### src/hdl/image_map_pkg.sv
// Constants for the process image mapper
`default_nettype none
package image_map_pkg;
  localparam int unsigned ADDR_W = 5;
  localparam int unsigned AI_WORDS = 10;
  // Input image, analog area (byte offsets)
  localparam logic [4:0] AI1_BASE = 5'h00;
  localparam logic [4:0] AI2_BASE = 5'h04;
  localparam logic [4:0] AI4_BASE = 5'h08;
  localparam logic [4:0] HART_BASE = 5'h10;
  localparam int unsigned HART_CH1_WORD = 8;
  localparam int unsigned HART_CH2_WORD = 9;
  // Mailbox layout relative to the HART area
  localparam logic [4:0] MBX_STATUS_REL = 5'h00;
  localparam logic [4:0] MBX_INTERNAL_REL = 5'h01;
  localparam logic [4:0] MBX_DATA_REL = 5'h02;
  localparam logic [4:0] MBX_VALUES_REL = 5'h08;
  localparam logic [4:0] MBX_LEN = 5'h0C;
  localparam logic [4:0] HART_PLAIN_LEN = 5'h04;
  // Digital area start in the input image, per mode
  localparam logic [4:0] IN_DIG_PLAIN = 5'h14;
  localparam logic [4:0] IN_DIG_MBX = 5'h1C;
  // Output image: digital area start per mode
  localparam logic [4:0] OUT_DIG_PLAIN = 5'h00;
  localparam logic [4:0] OUT_DIG_MBX = 5'h0C;
  localparam logic [4:0] DO16_LO_REL = 5'h00;
  localparam logic [4:0] DO16_HI_REL = 5'h01;
  localparam logic [4:0] DIO_OUT_REL = 5'h02;
  localparam logic [4:0] DODIAG_OUT_REL = 5'h03;
  localparam logic [4:0] DIO_IN_REL = 5'h00;
  localparam logic [4:0] DO_FAULT_REL = 5'h01;
  localparam logic [7:0] BYTE_ZERO = 8'h00;
  localparam logic [15:0] WORD_ZERO = 16'h0000;
  localparam logic [47:0] MBX_ZERO = 48'h000000000000;
endpackage : image_map_pkg
`default_nettype wire

### src/hdl/analog_word_capture.sv
// One analog channel: measured word and its private control/status bits
`default_nettype none
module analog_word_capture (
  input wire logic ref_clk_in,
  input wire logic reset_n_in,
  input wire logic [15:0] value_in,
  input wire logic [7:0] cs_in,
  output logic [15:0] word_out,
  output logic [7:0] cs_out
);
  always_ff @(posedge ref_clk_in) begin
    if (!reset_n_in) begin
      word_out <= image_map_pkg::WORD_ZERO;
    end else begin
      word_out <= value_in;
    end
  end

  // Control/status bits stay on the internal configuration path
  always_ff @(posedge ref_clk_in) begin
    if (!reset_n_in) begin
      cs_out <= image_map_pkg::BYTE_ZERO;
    end else begin
      cs_out <= cs_in;
    end
  end
endmodule : analog_word_capture
`default_nettype wire

### src/hdl/io_process_image_mapper.sv
// Packs module data into the controller's input and output process images
`default_nettype none
module io_process_image_mapper (
  input wire logic ref_clk_in,
  input wire logic reset_n_in,
  input wire logic hart_mailbox_mode_in,
  input wire logic in_rd_in,
  input wire logic [4:0] in_addr_in,
  output logic [7:0] in_rdata_out,
  input wire logic out_wr_in,
  input wire logic [4:0] out_addr_in,
  input wire logic [7:0] out_wdata_in,
  input wire logic [159:0] ai_value_in,
  input wire logic [79:0] ai_cs_in,
  output logic [79:0] ai_cs_out,
  input wire logic [7:0] digital_input_channel_in,
  input wire logic [7:0] do_fault_in,
  input wire logic [7:0] mailbox_status_byte_in,
  input wire logic [7:0] hart_internal_byte_in,
  input wire logic [47:0] mailbox_response_bytes_in,
  output logic [7:0] mailbox_control_byte_out,
  output logic [47:0] mailbox_request_bytes_out,
  output logic mailbox_request_strobe_out,
  output logic [15:0] do16_out,
  output logic [7:0] dio_out,
  output logic [7:0] dodiag_out
);
  // ************************************************************
  // Analog channel capture
  // ************************************************************
  logic [15:0] ai_word [image_map_pkg::AI_WORDS];

  // Word order: 1ch sig/ref, 2ch ch1/ch2, 4ch ch1-4, HART ch1/ch2
  for (genvar k = 0; k < image_map_pkg::AI_WORDS; k++) begin : g_ai
    analog_word_capture u_cap (
      .ref_clk_in(ref_clk_in),
      .reset_n_in(reset_n_in),
      .value_in(ai_value_in[16*k +: 16]),
      .cs_in(ai_cs_in[8*k +: 8]),
      .word_out(ai_word[k]),
      .cs_out(ai_cs_out[8*k +: 8])
    );
  end

  // ************************************************************
  // Mode dependent layout
  // ************************************************************
  logic [4:0] in_dig_base;
  logic [4:0] out_dig_base;
  logic [4:0] hart_len;

  always_comb begin
    if (hart_mailbox_mode_in) begin
      in_dig_base = image_map_pkg::IN_DIG_MBX;
      out_dig_base = image_map_pkg::OUT_DIG_MBX;
      hart_len = image_map_pkg::MBX_LEN;
    end else begin
      in_dig_base = image_map_pkg::IN_DIG_PLAIN;
      out_dig_base = image_map_pkg::OUT_DIG_PLAIN;
      hart_len = image_map_pkg::HART_PLAIN_LEN;
    end
  end

  // ************************************************************
  // Input image read
  // ************************************************************
  logic [7:0] rd_byte;
  logic [4:0] hart_rel;
  logic [4:0] dig_rel;
  logic [3:0] word_sel;

  always_comb begin
    rd_byte = image_map_pkg::BYTE_ZERO;
    hart_rel = in_addr_in - image_map_pkg::HART_BASE;
    dig_rel = in_addr_in - in_dig_base;
    word_sel = in_addr_in[4:1];
    if (in_addr_in < image_map_pkg::HART_BASE) begin
      rd_byte = in_addr_in[0] ? ai_word[word_sel][15:8] :
                                ai_word[word_sel][7:0];
    end else if (in_addr_in < in_dig_base) begin
      if (!hart_mailbox_mode_in) begin
        word_sel = 4'(image_map_pkg::HART_CH1_WORD) + {3'h0, hart_rel[1]};
        rd_byte = hart_rel[0] ? ai_word[word_sel][15:8] :
                                ai_word[word_sel][7:0];
      end else if (hart_rel == image_map_pkg::MBX_STATUS_REL) begin
        rd_byte = mailbox_status_byte_in;
      end else if (hart_rel == image_map_pkg::MBX_INTERNAL_REL) begin
        rd_byte = hart_internal_byte_in;
      end else if (hart_rel < image_map_pkg::MBX_VALUES_REL) begin
        rd_byte = mailbox_response_bytes_in[
          8*(32'(hart_rel) - 32'(image_map_pkg::MBX_DATA_REL)) +: 8];
      end else begin
        word_sel = 4'(image_map_pkg::HART_CH1_WORD) + {3'h0, hart_rel[1]};
        rd_byte = hart_rel[0] ? ai_word[word_sel][15:8] :
                                ai_word[word_sel][7:0];
      end
    end else if (dig_rel == image_map_pkg::DIO_IN_REL) begin
      rd_byte = digital_input_channel_in;
    end else if (dig_rel == image_map_pkg::DO_FAULT_REL) begin
      rd_byte = do_fault_in;
    end
  end

  always_ff @(posedge ref_clk_in) begin
    if (!reset_n_in) begin
      in_rdata_out <= image_map_pkg::BYTE_ZERO;
    end else if (in_rd_in) begin
      in_rdata_out <= rd_byte;
    end
  end

  // ************************************************************
  // Output image write
  // ************************************************************
  logic [4:0] wr_dig_rel;
  logic [4:0] wr_hart_rel;
  logic wr_dig;
  logic wr_mbx;

  assign wr_dig_rel = out_addr_in - out_dig_base;
  assign wr_hart_rel = out_addr_in;
  assign wr_dig = out_wr_in && (out_addr_in >= out_dig_base);
  assign wr_mbx = out_wr_in && hart_mailbox_mode_in &&
                  (out_addr_in < hart_len);

  always_ff @(posedge ref_clk_in) begin
    if (!reset_n_in) begin
      do16_out <= image_map_pkg::WORD_ZERO;
    end else if (wr_dig && wr_dig_rel == image_map_pkg::DO16_LO_REL) begin
      do16_out[7:0] <= out_wdata_in;
    end else if (wr_dig && wr_dig_rel == image_map_pkg::DO16_HI_REL) begin
      do16_out[15:8] <= out_wdata_in;
    end
  end

  always_ff @(posedge ref_clk_in) begin
    if (!reset_n_in) begin
      dio_out <= image_map_pkg::BYTE_ZERO;
    end else if (wr_dig && wr_dig_rel == image_map_pkg::DIO_OUT_REL) begin
      dio_out <= out_wdata_in;
    end
  end

  always_ff @(posedge ref_clk_in) begin
    if (!reset_n_in) begin
      dodiag_out <= image_map_pkg::BYTE_ZERO;
    end else if (wr_dig && wr_dig_rel == image_map_pkg::DODIAG_OUT_REL) begin
      dodiag_out <= out_wdata_in;
    end
  end

  // Mailbox: byte 0 control, bytes 2-7 request, rest dropped
  always_ff @(posedge ref_clk_in) begin
    if (!reset_n_in) begin
      mailbox_control_byte_out <= image_map_pkg::BYTE_ZERO;
      mailbox_request_bytes_out <= image_map_pkg::MBX_ZERO;
    end else if (wr_mbx) begin
      if (wr_hart_rel == image_map_pkg::MBX_STATUS_REL) begin
        mailbox_control_byte_out <= out_wdata_in;
      end else if (wr_hart_rel >= image_map_pkg::MBX_DATA_REL &&
                   wr_hart_rel < image_map_pkg::MBX_VALUES_REL) begin
        mailbox_request_bytes_out[
          8*(32'(wr_hart_rel) - 32'(image_map_pkg::MBX_DATA_REL)) +: 8]
          <= out_wdata_in;
      end
    end
  end

  // Pulse when the control byte is written, hands the request over
  always_ff @(posedge ref_clk_in) begin
    if (!reset_n_in) begin
      mailbox_request_strobe_out <= 1'b0;
    end else begin
      mailbox_request_strobe_out <= wr_mbx &&
        (wr_hart_rel == image_map_pkg::MBX_STATUS_REL);
    end
  end

  // ************************************************************
  // Checks
  // ************************************************************
  chk_do16_low_byte: assert property (@(posedge ref_clk_in)
    disable iff (!reset_n_in)
    (wr_dig && wr_dig_rel == image_map_pkg::DO16_LO_REL) |=>
      do16_out[7:0] == $past(out_wdata_in) && $stable(do16_out[15:8]))
    else $error("low output byte not on channels 1-8");
  chk_do16_high_byte: assert property (@(posedge ref_clk_in)
    disable iff (!reset_n_in)
    (wr_dig && wr_dig_rel == image_map_pkg::DO16_HI_REL) |=>
      do16_out[15:8] == $past(out_wdata_in))
    else $error("high output byte not on channels 9-16");
  chk_dio_input_read: assert property (@(posedge ref_clk_in)
    disable iff (!reset_n_in)
    (in_rd_in && in_addr_in == in_dig_base) |=>
      in_rdata_out == $past(digital_input_channel_in))
    else $error("combined input byte misplaced");
  chk_ai_low_first: assert property (@(posedge ref_clk_in)
    disable iff (!reset_n_in)
    (in_rd_in && in_addr_in == image_map_pkg::AI4_BASE + 5'h01) |=>
      in_rdata_out == $past(ai_word[4][15:8]))
    else $error("analog word byte order wrong");
  chk_ai_first_word: assert property (@(posedge ref_clk_in)
    disable iff (!reset_n_in)
    (in_rd_in && in_addr_in == image_map_pkg::AI1_BASE) |=>
      in_rdata_out == $past(ai_value_in[7:0], 2))
    else $error("signal value not at word 0");
  chk_hart_plain_word: assert property (@(posedge ref_clk_in)
    disable iff (!reset_n_in)
    (in_rd_in && !hart_mailbox_mode_in &&
     in_addr_in == image_map_pkg::HART_BASE) |=>
      in_rdata_out == $past(ai_word[8][7:0]))
    else $error("plain HART channel 1 misplaced");
  chk_mbx_status_read: assert property (@(posedge ref_clk_in)
    disable iff (!reset_n_in)
    (in_rd_in && hart_mailbox_mode_in &&
     in_addr_in == image_map_pkg::HART_BASE) |=>
      in_rdata_out == $past(mailbox_status_byte_in))
    else $error("mailbox status byte misplaced");
  chk_mbx_value_read: assert property (@(posedge ref_clk_in)
    disable iff (!reset_n_in)
    (in_rd_in && hart_mailbox_mode_in && in_addr_in == 5'h1A) |=>
      in_rdata_out == $past(ai_word[9][7:0]))
    else $error("mailbox channel 2 value misplaced");
  chk_mbx_ctrl_write: assert property (@(posedge ref_clk_in)
    disable iff (!reset_n_in)
    (out_wr_in && hart_mailbox_mode_in && out_addr_in == 5'h00) |=>
      mailbox_control_byte_out == $past(out_wdata_in) &&
      mailbox_request_strobe_out)
    else $error("mailbox control byte not taken");
  chk_unused_reads_zero: assert property (@(posedge ref_clk_in)
    disable iff (!reset_n_in)
    (in_rd_in && in_addr_in > in_dig_base + 5'h01) |=>
      in_rdata_out == image_map_pkg::BYTE_ZERO)
    else $error("unused input byte not zero");
endmodule : io_process_image_mapper
`default_nettype wire

### config.mk
export PLATFORM = sky130hd
export DESIGN_NAME = io_process_image_mapper
export DESIGN_NICKNAME = d
export VERILOG_FILES = /design/src/hdl/image_map_pkg.sv /design/src/hdl/analog_word_capture.sv /design/src/hdl/io_process_image_mapper.sv
export SDC_FILE = /design/constraint.sdc
export NUM_CORES = 1
export LEC_CHECK = 0
export ABC_CLOCK_PERIOD_IN_PS = 3800
export BUFFER_PORTS_ARGS = -buffer_cell sky130_fd_sc_hd__buf_2
export CORE_AREA = 2 2 201 203
export CTS_BUF_LIST = sky130_fd_sc_hd__clkbuf_8
export DETAILED_ROUTE_END_ITERATION = 16
export DIE_AREA = 0 0 203 205
export PLACE_DENSITY = 0.54
export SYNTH_ARGS = -nofsm -noshare
export SYNTH_HDL_FRONTEND = slang
export SYNTH_SLANG_ARGS = --single-unit
### constraint.sdc
create_clock -name ref_clk_in -period 3.8 [get_ports ref_clk_in]
set_clock_uncertainty 0.2 [all_clocks]
set_input_delay 0.76 -clock ref_clk_in [delete_from_list [all_inputs] [get_ports ref_clk_in]]
set_output_delay 0.76 -clock ref_clk_in [all_outputs]
set_load 0.02 [all_outputs]
After elaboration in Yosys (flattened, before gate mapping)
Cells that the tools add are included.
W data, S select, Z words.
{ "classes": {"order_cmp": 9, "eq_ne": 5, "n_reduce_logical": 16, "bitwise": 4, "addsub": 7, "shifts": 3, "mux": 20} }
{ "ops": {"columns": ["cell", "n"], "rows": [
  ["$bmux W16 S4", 2],
  ["$mux W8", 10],
  ["$mux W16", 4],
  ["$bwmux W48", 1],
  ["$shift A8 B34 Y48 const A", 1],
  ["$shiftx A48 B33 Y8", 1],
  ["$shiftx A8 B34 Y48", 1],
  ["$neg A32 Y34", 1],
  ["$logic_not A5 Y1", 4],
  ["$eq A5 B1 Y1 const B", 3],
  ["$mux W4", 3],
  ["$sub A5 B2 Y6 const B", 2],
  ["$eq A5 B2 Y1 const B", 2],
  ["$ge A5 B5 Y1 const B", 2],
  ["$lt A5 B4 Y1 const B", 2],
  ["$lt A5 B5 Y1", 2],
  ["$not A4 Y5", 2],
  ["$sub A5 B5 Y5", 2],
  ["$logic_and A1 B1 Y1", 9],
  ["$ge A5 B2 Y1 const B", 1],
  ["$ge A5 B5 Y1", 1],
  ["$lt A5 B5 Y1 const B", 1],
  ["$sub A5 B5 Y5 const B", 1],
  ["$add A4 B1 Y4 const A", 1],
  ["3 further kinds", 5]
]} }
{ "totals": {"out_inout_bits": 177, "wordCells": 92, "register_bits": 337} }

Longest topological paths before layout
Gate-level depths: netlist of the first run.
{ "depth": {"ltp_word": 13, "mapped_depth": 12, "ltp_nobuf": 11} }

Cells and area by module
Synthesis of the first run repeated with hierarchy kept, for this count alone.
{ "hier_totals": {"hier_cells": 1165, "area_unflattened_um2": 13227.7} }
{ "modules_own_cells": {"columns": ["module", "seq_area_each_um2", "cells_per_inst", "instances", "area_each_um2"], "rows": [
  ["analog_word_capture", 480.5, 50, 10, 675.6],
  ["io_process_image_mapper", 1941.9, 665, 1, 6471.2]
]} }

Worst setup path before layout of the first run
No wires, ideal clock.
{ "synth_path": {"kind": "in2reg", "start": "in out_addr_in[1]", "end": "reg mailbox_request_bytes_out[46]", "setup_slack_ps": 271, "arrival_time_ps": 3258, "path_buffers": 1, "setup_ps": 72, "cell_stages": 11, "cell_sequence": "inv_1 ha_1 xnor2_2 nand3_1 ha_1 nor4b_1 nand4_1 nor2_1 and3_1 buf_6 mux2i_1"} }
{ "synth_between": {"elab_chain_cells": 4} }
{ "synth_lines": {"columns": ["element", "line", "source"], "rows": [
  ["from (decl)", "io_process_image_mapper.sv:11", "input wire logic [4:0] out_addr_in,"],
  ["$sub A5 B2 Y6", "io_process_image_mapper.sv:163", "8*(32'(wr_hart_rel) - 32'(image_map_pkg::MBX_DATA_REL)) +: 8]"],
  ["$neg A32 Y34", "io_process_image_mapper.sv:163", null],
  ["$shiftx A8 B34 Y48 or $shift A8 B34 Y48 (tied branches)", "io_process_image_mapper.sv:162", "mailbox_request_bytes_out["],
  ["$bwmux W48", "io_process_image_mapper.sv:162", null],
  ["to (signal assigned)", "io_process_image_mapper.sv:156", "mailbox_request_bytes_out <= image_map_pkg::MBX_ZERO;"],
  ["to (decl)", "io_process_image_mapper.sv:22", "output logic [47:0] mailbox_request_bytes_out,"]
]} }
Several ways; a longest one is shown, not always the timed one.
A chain may end at the register's enable or synchronous reset.

Worst setup path in the final report of the first run
{ "layout_path": {"start": "in out_addr_in[1]", "end": "reg mailbox_request_bytes_out[31]"} }
The elaborated chain is that of the path after synthesis.

==> results.py, run 1 <==
metrics = {
    "power_and_ir_drop": {
        "p_per_area_mw_per_mm2": 452,
        "p_leak_nw": 8.38,
        "ir_worst_vdd_mv": 0.310,
    },
    "drt": {
        "via_count": 10500,
        "first_iter_violations": 416,
        "via_per_inst": 4.57,
        "antenna_left": 0,
        "drcViolationCount": 0,
        "drt-wirelength-per-cell_um": 18.5,
        "dr.pass1.iters": 4,
        "routed_wl_um": 42500,
    },
    "setup_path": {
        "worstPathRequired_ps": 4110,
        "crit_chain": "buf_2 > inv_1 > ha_1 > xnor2_2 > nand3_1 > ha_1 > nor4b_1 > nand4_1 > nor2_1 > buf_4 > nand3_4 > mux2i_1",
        "crit_path_end_kind": "flip-flop",
        "reg2reg_slack_ps": 1930,
        "max_stage_delay_ps": 430,
        "cpMaxStageDelayCell": "xnor2_2",
        "cp-endpoint": "mailbox_request_bytes_out[31]$_SDFFE_PN0P_",
        "startpoint": "out_addr_in[1]",
        "cp.arrival_ps": 3450,
        "worstSetupPathType": "input pin to flip-flop",
        "cp_common_cell": "ha_1",
        "timing.rr.start": "g_ai[9].u_cap.word_out[14]$_SDFF_PN0_",
        "cp-start-kind": "input pin",
        "reg2regPathDepth": 5,
        "cp_top_family": "simple AND/OR/NAND/NOR gates",
        "crit_cells": 12,
        "cp_max_fo": 9,
        "crit_buf_inv": 3,
        "worstReg2RegEnd": "in_rdata_out[6]$_SDFFE_PN0P_",
    },
    "clock_network": {
        "insertion_delay_ps": 640,
        "path_clk_slew_ps": 60,
        "htreeDepth": 2,
        "cts_root_buf": "clkbuf_8",
        "cts_resized": 0,
        "cts_tree": "built",
        "cts_inserted_buffers": 58,
        "clockBufferDepth": 3,
        "cts.sinks": 337,
        "hold_buffers": 0,
        "post-cts-setup-buffers": 0,
    },
    "outcome": {
        "status": "finished clean",
    },
    "die": {
        "die-area_mm2": 0.0416,
        "initial_core_util_pct": 32.8,
        "coreArea_mm2": 0.0394,
        "rows": 73,
        "io-pin-count": 520,
        "die_h_um": 205,
        "die_w_um": 203,
    },
    "place": {
        "dp_hpwl_um": 32100,
        "portBuffers": 519,
        "globalplace.congestion": 0.772,
    },
    "logic_synthesis": {
        "synth_nets": 1558,
        "ys.flop_type": "dfxtp_1",
        "synthCells": 1197,
        "yosysWarnings": 0,
        "yosysTopAreaCell": "dfxtp_1",
        "syn_area_mm2": 0.0129,
        "yosysUniqueCellTypes": 56,
        "synth-simple-area-share_pct": 21.3,
        "synthAdderAreaFrac_pct": 1.74,
        "synth_enable_flop_cells": 0,
        "synth_top_family_by_area": "simple AND/OR/NAND/NOR gates",
        "async_flop_share_pct": 0,
        "muxShareOfSynthArea_pct": 16.5,
        "ys_seq_elements": 337,
        "synth-xor-area-share_pct": 0.397,
        "synthTopCellsByArea": "dfxtp_1 (52%), and2_1 (12%), mux2i_1 (8.0%)",
        "synth_area_per_cell_um2": 10.8,
        "synth-compound-area-share_pct": 5.01,
        "yosysTopAreaCellShare_pct": 52.2,
        "yosysSeqAreaShare_pct": 52.2,
    },
    "timing": {
        "report.final.slew_viol_count": 0,
        "holdWs_ps": 122,
        "slew_headroom_pct": 43.9,
        "rsz0062_at_grt": "false",
        "setup_tns_ps": 0,
        "worst_pin_slew_ps": 833,
        "fmaxAchievable_ghz": 0.318,
        "setup_violations": 0,
        "fin_crit_sh_pct": 82.6,
        "finalCriticalPeriod_ps": 3140,
        "hold_violations": 0,
    },
    "grt": {
        "grt_max_degree": 180,
        "grt.overflow.total": 0,
        "grt_pass1_vias": 10700,
        "antenna_found_initial": 13,
        "grt_pass1_wl_um": 62100,
        "grt_usage_pct": 19.8,
    },
    "final_layout": {
        "multi_input_area_mm2": 0.00582,
        "area_growth_syn_to_layout_pct": 33.6,
        "register_area_mm2": 0.00675,
        "fill_cells": 3934,
        "finalNetCount": 2083,
        "final_cell_mix": "buf_2 (517), dfxtp_1 (337), and2_1 (241), nand2_1 (115), mux2i_1 (103)",
        "drive_above_1_share_pct": 39.1,
        "layout_commonest_cell": "buf_2",
    },
    "flow_run": {
        "maxCapViolations": 0,
    },
    "worst_hold_path": {
        "hp-class": "input pin to flip-flop",
    },
}
## layer usage
metal | vias to the layer above | GRT usage (%) | part of all wire, %
li1 | 5157 | - | -
met1 | 4909 | 23.8 | 41
met2 | 360 | 33.6 | 49
met3 | 74 | 5.63 | 7.4
met4 | 10 | 7.25 | 2.5
met5 | - | 0 | 0.17
## worst min-delay path by stage
| stage | start | to | slack [ps] | depth (start not counted) |
|---|---|---|---|---|
| 2_1_floorplan | mailbox_request_bytes_out[40]$_SDFFE_PN0P_ | mailbox_request_bytes_out[40]$_SDFFE_PN0P_ | 330 | 2 |
| 3_3_place_gp | mailbox_request_bytes_out[41]$_SDFFE_PN0P_ | mailbox_request_bytes_out[41]$_SDFFE_PN0P_ | 240 | 2 |
| 3_5_place_dp | mailbox_request_bytes_out[45]$_SDFFE_PN0P_ | mailbox_request_bytes_out[45]$_SDFFE_PN0P_ | 250 | 2 |
| 4_1_cts | ai_cs_in[16] | g_ai[2].u_cap.cs_out[0]$_SDFF_PN0_ | 50 | 2 |
| 5_1_grt | ai_cs_in[72] | g_ai[9].u_cap.cs_out[0]$_SDFF_PN0_ | 70 | 2 |
| 6_report | ai_cs_in[72] | g_ai[9].u_cap.cs_out[0]$_SDFF_PN0_ | 120 | 2 |
## kinds of logic after synthesis
group                    Yosys count
flip-flops                       337
multiplexers                     160
AO/OA/AOI/OAI                     81
adder cells (fa/ha/maj)           18
XOR/XNOR                           5
buffers and inverters             91
AND/OR/NAND/NOR                  505
## flip-flops by register name (all words and copies together) (netlist names)
signal                      cells
mailbox_request_strobe_out      1
dio_out                         8
g_ai.u_cap.word_out           160
in_rdata_out                    8
mailbox_request_bytes_out      48
mailbox_control_byte_out        8
dodiag_out                      8
g_ai.u_cap.cs_out              80
do16_out                       16
## through the flow
step	total power [W]	utilization, %	cell area (um2)	worst slack [ps]	instances
2_1_floorplan	0.00428	-	12900	271	1197
3_3_place_gp	0.00467	40.9	16100	216	2187
3_5_place_dp	0.00469	40.9	16100	98.5	2187
4_1_cts	0.00793	43.8	17200	817	2289
5_1_grt	0.00816	43.8	17300	629	2293
6_report	0.00780	43.9	17300	660	2298
## Yosys cell counts, types with 8 or more instances
master     count
dfxtp_1      337
and2_1       241
nand2_1      115
mux2i_1      103
clkbuf_1      64
nor2_1        57
nand3_1       46
mux4_2        41
ha_1          18
mux2_2        16
a21oi_1       15
o2111ai_1     13
inv_1         12
a22o_1         9
nor2b_1        9
buf_1          8
## power by group
part	total, W	switching (W)	internal [W]
sequential	0.00372	0.0000385	0.00368
combinational	0.000876	0.000471	0.000405
clock	0.00320	0.00148	0.00172
total	0.00780	0.00199	0.00581
## cell type report
type	instances	share of cell area (%)
antenna	9	0.130
clock inverter	36	1.30
clock buffer	66	5.26
sequential	337	39.1
tap	525	3.80
timing repair buffer	544	16.5
multi-input combinational	769	33.7
inverter	12	0.261
Power figures use the tool's default switching activity.
==> run 2, diff against run 1 <==
Settings changed: ABC_AREA from default to 1, ABC_CLOCK_PERIOD_IN_PS 3800 to 2750, CORE_AREA 2 2 201 203 to 2 2 200 202, DIE_AREA 0 0 203 205 to 0 0 202 204, PLACE_DENSITY 0.54 to 0.6.
Clock period 3.8 ns to 2.75 ns, I/O delays scaled along.
==> run 2 against run 1 <==
Count of clock-buffer cells in the layout increased by 1. Highest routed layer is now met4. Via count is 45% higher. Wire length increased by 19%.
==> results.py, run 2 <==
metrics = {
    "outcome": {
        "status": "finished clean",
    },
    "logic_synthesis": {
        "yosysTopAreaCell": "dfxtp_1",
        "syn_area_mm2": 0.0140,
        "yosysUniqueCellTypes": 36,
        "synthCells": 2038,
        "synthTopCellsByArea": "dfxtp_1 (48%), nand2_1 (20%), inv_1 (9.1%)",
        "ys_seq_elements": 337,
        "yosysMostFrequentCell": "nand2_1",
        "ys.flop_type": "dfxtp_1",
        "synth_commonest_cells": "nand2_1 (760), inv_1 (338), dfxtp_1 (337)",
        "async_flop_share_pct": 0,
        "synth_enable_flop_cells": 0,
        "yosysWarnings": 0,
        "yosysSeqAreaShare_pct": 48.2,
        "yosysTopAreaCellShare_pct": 48.2,
        "synth_area_per_cell_um2": 6.87,
        "synth_nets": 2399,
    },
    "power_and_ir_drop": {
        "ir_worst_vdd_mv": 0.560,
        "p_per_area_mw_per_mm2": 562,
        "p_leak_nw": 12.2,
    },
    "drt": {
        "dr.pass1.iters": 7,
        "via_count": 15300,
        "drt-wirelength-per-cell_um": 14.8,
        "routed_wl_um": 50400,
        "drcViolationCount": 0,
        "via_per_inst": 4.50,
        "antenna_left": 0,
        "first_iter_violations": 826,
    },
    "die": {
        "die-area_mm2": 0.0412,
        "die_w_um": 202,
        "initial_core_util_pct": 35.7,
        "die_h_um": 204,
        "rows": 73,
        "coreArea_mm2": 0.0392,
        "io-pin-count": 520,
    },
    "setup_path": {
        "reg2regPathDepth": 10,
        "cp.arrival_ps": 2820,
        "max_stage_delay_ps": 320,
        "worstSetupPathType": "input pin to flip-flop",
        "cp-start-kind": "input pin",
        "worstPathRequired_ps": 3080,
        "crit_path_end_kind": "flip-flop",
        "reg2reg_slack_ps": 1210,
        "crit_chain": "buf_2 > buf_4 > nor2_2 > nand2_1 > nand2_1 > nand2_1 > inv_2 > nand2_1 > ha_1 > nor2_1 > nand4_1 > nor3_4 > nand3_4 > buf_4 > inv_2 > nand2_1 > nor2_1 > nor2_1",
        "cpMaxStageDelayCell": "ha_1",
        "cp_max_fo": 6,
        "cp_common_cell": "nand2_1",
    },
    "timing": {
        "slew_headroom_pct": 53.0,
        "fmaxAchievable_ghz": 0.402,
        "worst_pin_slew_ps": 705,
        "report.final.slew_viol_count": 0,
        "hold_violations": 0,
        "setup_tns_ps": 0,
        "rsz0062_at_grt": "false",
        "setup_slack_ps": 262,
        "setup_violations": 0,
        "fin_crit_sh_pct": 90.5,
        "finalCriticalPeriod_ps": 2490,
    },
    "place": {
        "portBuffers": 519,
        "pre_cts_ws_ps": -448,
        "dp_hpwl_um": 34400,
        "globalplace.congestion": 0.888,
    },
    "final_layout": {
        "multi_input_area_mm2": 0.00559,
        "finalNetCount": 3190,
        "fill_cells": 3655,
        "largest_reg_flops": 160,
        "largest-register": "g_ai.u_cap.word_out",
        "area_growth_syn_to_layout_pct": 52.0,
        "layout_commonest_cell": "nand2_1",
        "final_cell_mix": "nand2_1 (758), buf_2 (517), inv_1 (350), dfxtp_1 (337), dlygate4sd3_1 (250)",
        "top_regs": "g_ai.u_cap.word_out x160, g_ai.u_cap.cs_out x80, mailbox_request_bytes_out x48",
        "drive_above_1_share_pct": 25.2,
        "register_area_mm2": 0.00675,
    },
    "grt": {
        "grt_max_degree": 150,
        "grt_usage_pct": 24.1,
        "grt_pass1_vias": 15600,
        "grt_pass1_wl_um": 79300,
        "grt.overflow.total": 0,
        "antenna_found_initial": 3,
    },
    "clock_network": {
        "htreeDepth": 2,
        "clockBufferDepth": 3,
        "path_clk_slew_ps": 60,
        "cts_tree": "built",
        "cts_inserted_buffers": 57,
        "cts.sinks": 337,
        "insertion_delay_ps": 660,
        "cts_root_buf": "clkbuf_8",
        "cts_resized": 0,
    },
    "worst_hold_path": {
        "hp-class": "input pin to flip-flop",
        "hold_depth": 3,
    },
    "flow_run": {
        "maxCapViolations": 0,
    },
}
[run 2: kinds of logic after synthesis]
kind of cell	count (synthesis)	share of synthesized area (%)
compound gates	99	3.89
buf+inv	445	12.5
flops	337	48.2
fa+ha+maj	18	1.61
simple gates	1137	33.6
xor+xnor	2	0.179
[run 2: repair_timing]
action                                  4_1_cts  5_1_grt
hold buffers                                250        0
setup buffers                                 0        0
endpoints found under the setup margin        0        6
endpoints found under the hold margin       248        0
[run 2: path summary, 6_finish.rpt]
kind,end,from
max,mailbox_request_bytes_out[14]$_SDFFE_PN0P_,out_addr_in[2]
min,do16_out[0]$_SDFFE_PN0P_,reset_n_in
max reg2reg,in_rdata_out[2]$_SDFFE_PN0P_,g_ai[3].u_cap.word_out[10]$_SDFF_PN0_
min reg2reg,mailbox_request_bytes_out[37]$_SDFFE_PN0P_,mailbox_request_bytes_out[37]$_SDFFE_PN0P_
[run 2: area by class of cell]
type | instances | share of cell area (%)
Multi-Input combinational cell | 1256 | 26.2
Inverter | 348 | 6.18
Timing Repair Buffer | 829 | 26.7
Clock buffer | 67 | 4.33
Sequential cell | 337 | 31.7
Tap cell | 525 | 3.09
Antenna cell | 3 | 0.0353
Clock inverter | 37 | 1.74
[run 2: layer usage]
metal  vias to the layer above  share of wire (%)  global-route usage [%]
met4                         0                4.9                    12.3
met2                       613                 49                    43.0
met5                         -                  0                       0
met1                      6846                 39                    27.0
li1                       7677                  -                       -
met3                       156                7.0                    5.40
[run 2: per-stage QoR]
| step | std cells | power (W) | instance area [um2] | util [%] | hold WS [ps] |
|---|---|---|---|---|---|
| global placement | 3045 | 0.00669 | 17500 | 44.6 | 247 |
| CTS | 3399 | 0.0120 | 21300 | 54.3 | 0.121 |
| finish | 3402 | 0.0120 | 21300 | 54.3 | 51.2 |
| floorplan | 2038 | 0.00606 | 14100 | - | 339 |
| global route | 3402 | 0.0125 | 21300 | 54.3 | 23.4 |
| detailed placement | 3045 | 0.00671 | 17500 | 44.6 | 256 |
[run 2: power breakdown]
group          internal (W)  switching [W]  leakage, nW  total [W]
clock               0.00290        0.00216        0.719    0.00505
combinational      0.000785       0.000982         8.66    0.00177
sequential          0.00509      0.0000571         2.78    0.00515
total               0.00877        0.00320         12.2     0.0120
[run 2: worst max-delay path, delay by kind of cell]
kind / cells / cell delay [ps]
and+or+nand+nor: 12 / 1340
adders and majority gates: 1 / 320
buffers and inverters: 5 / 600
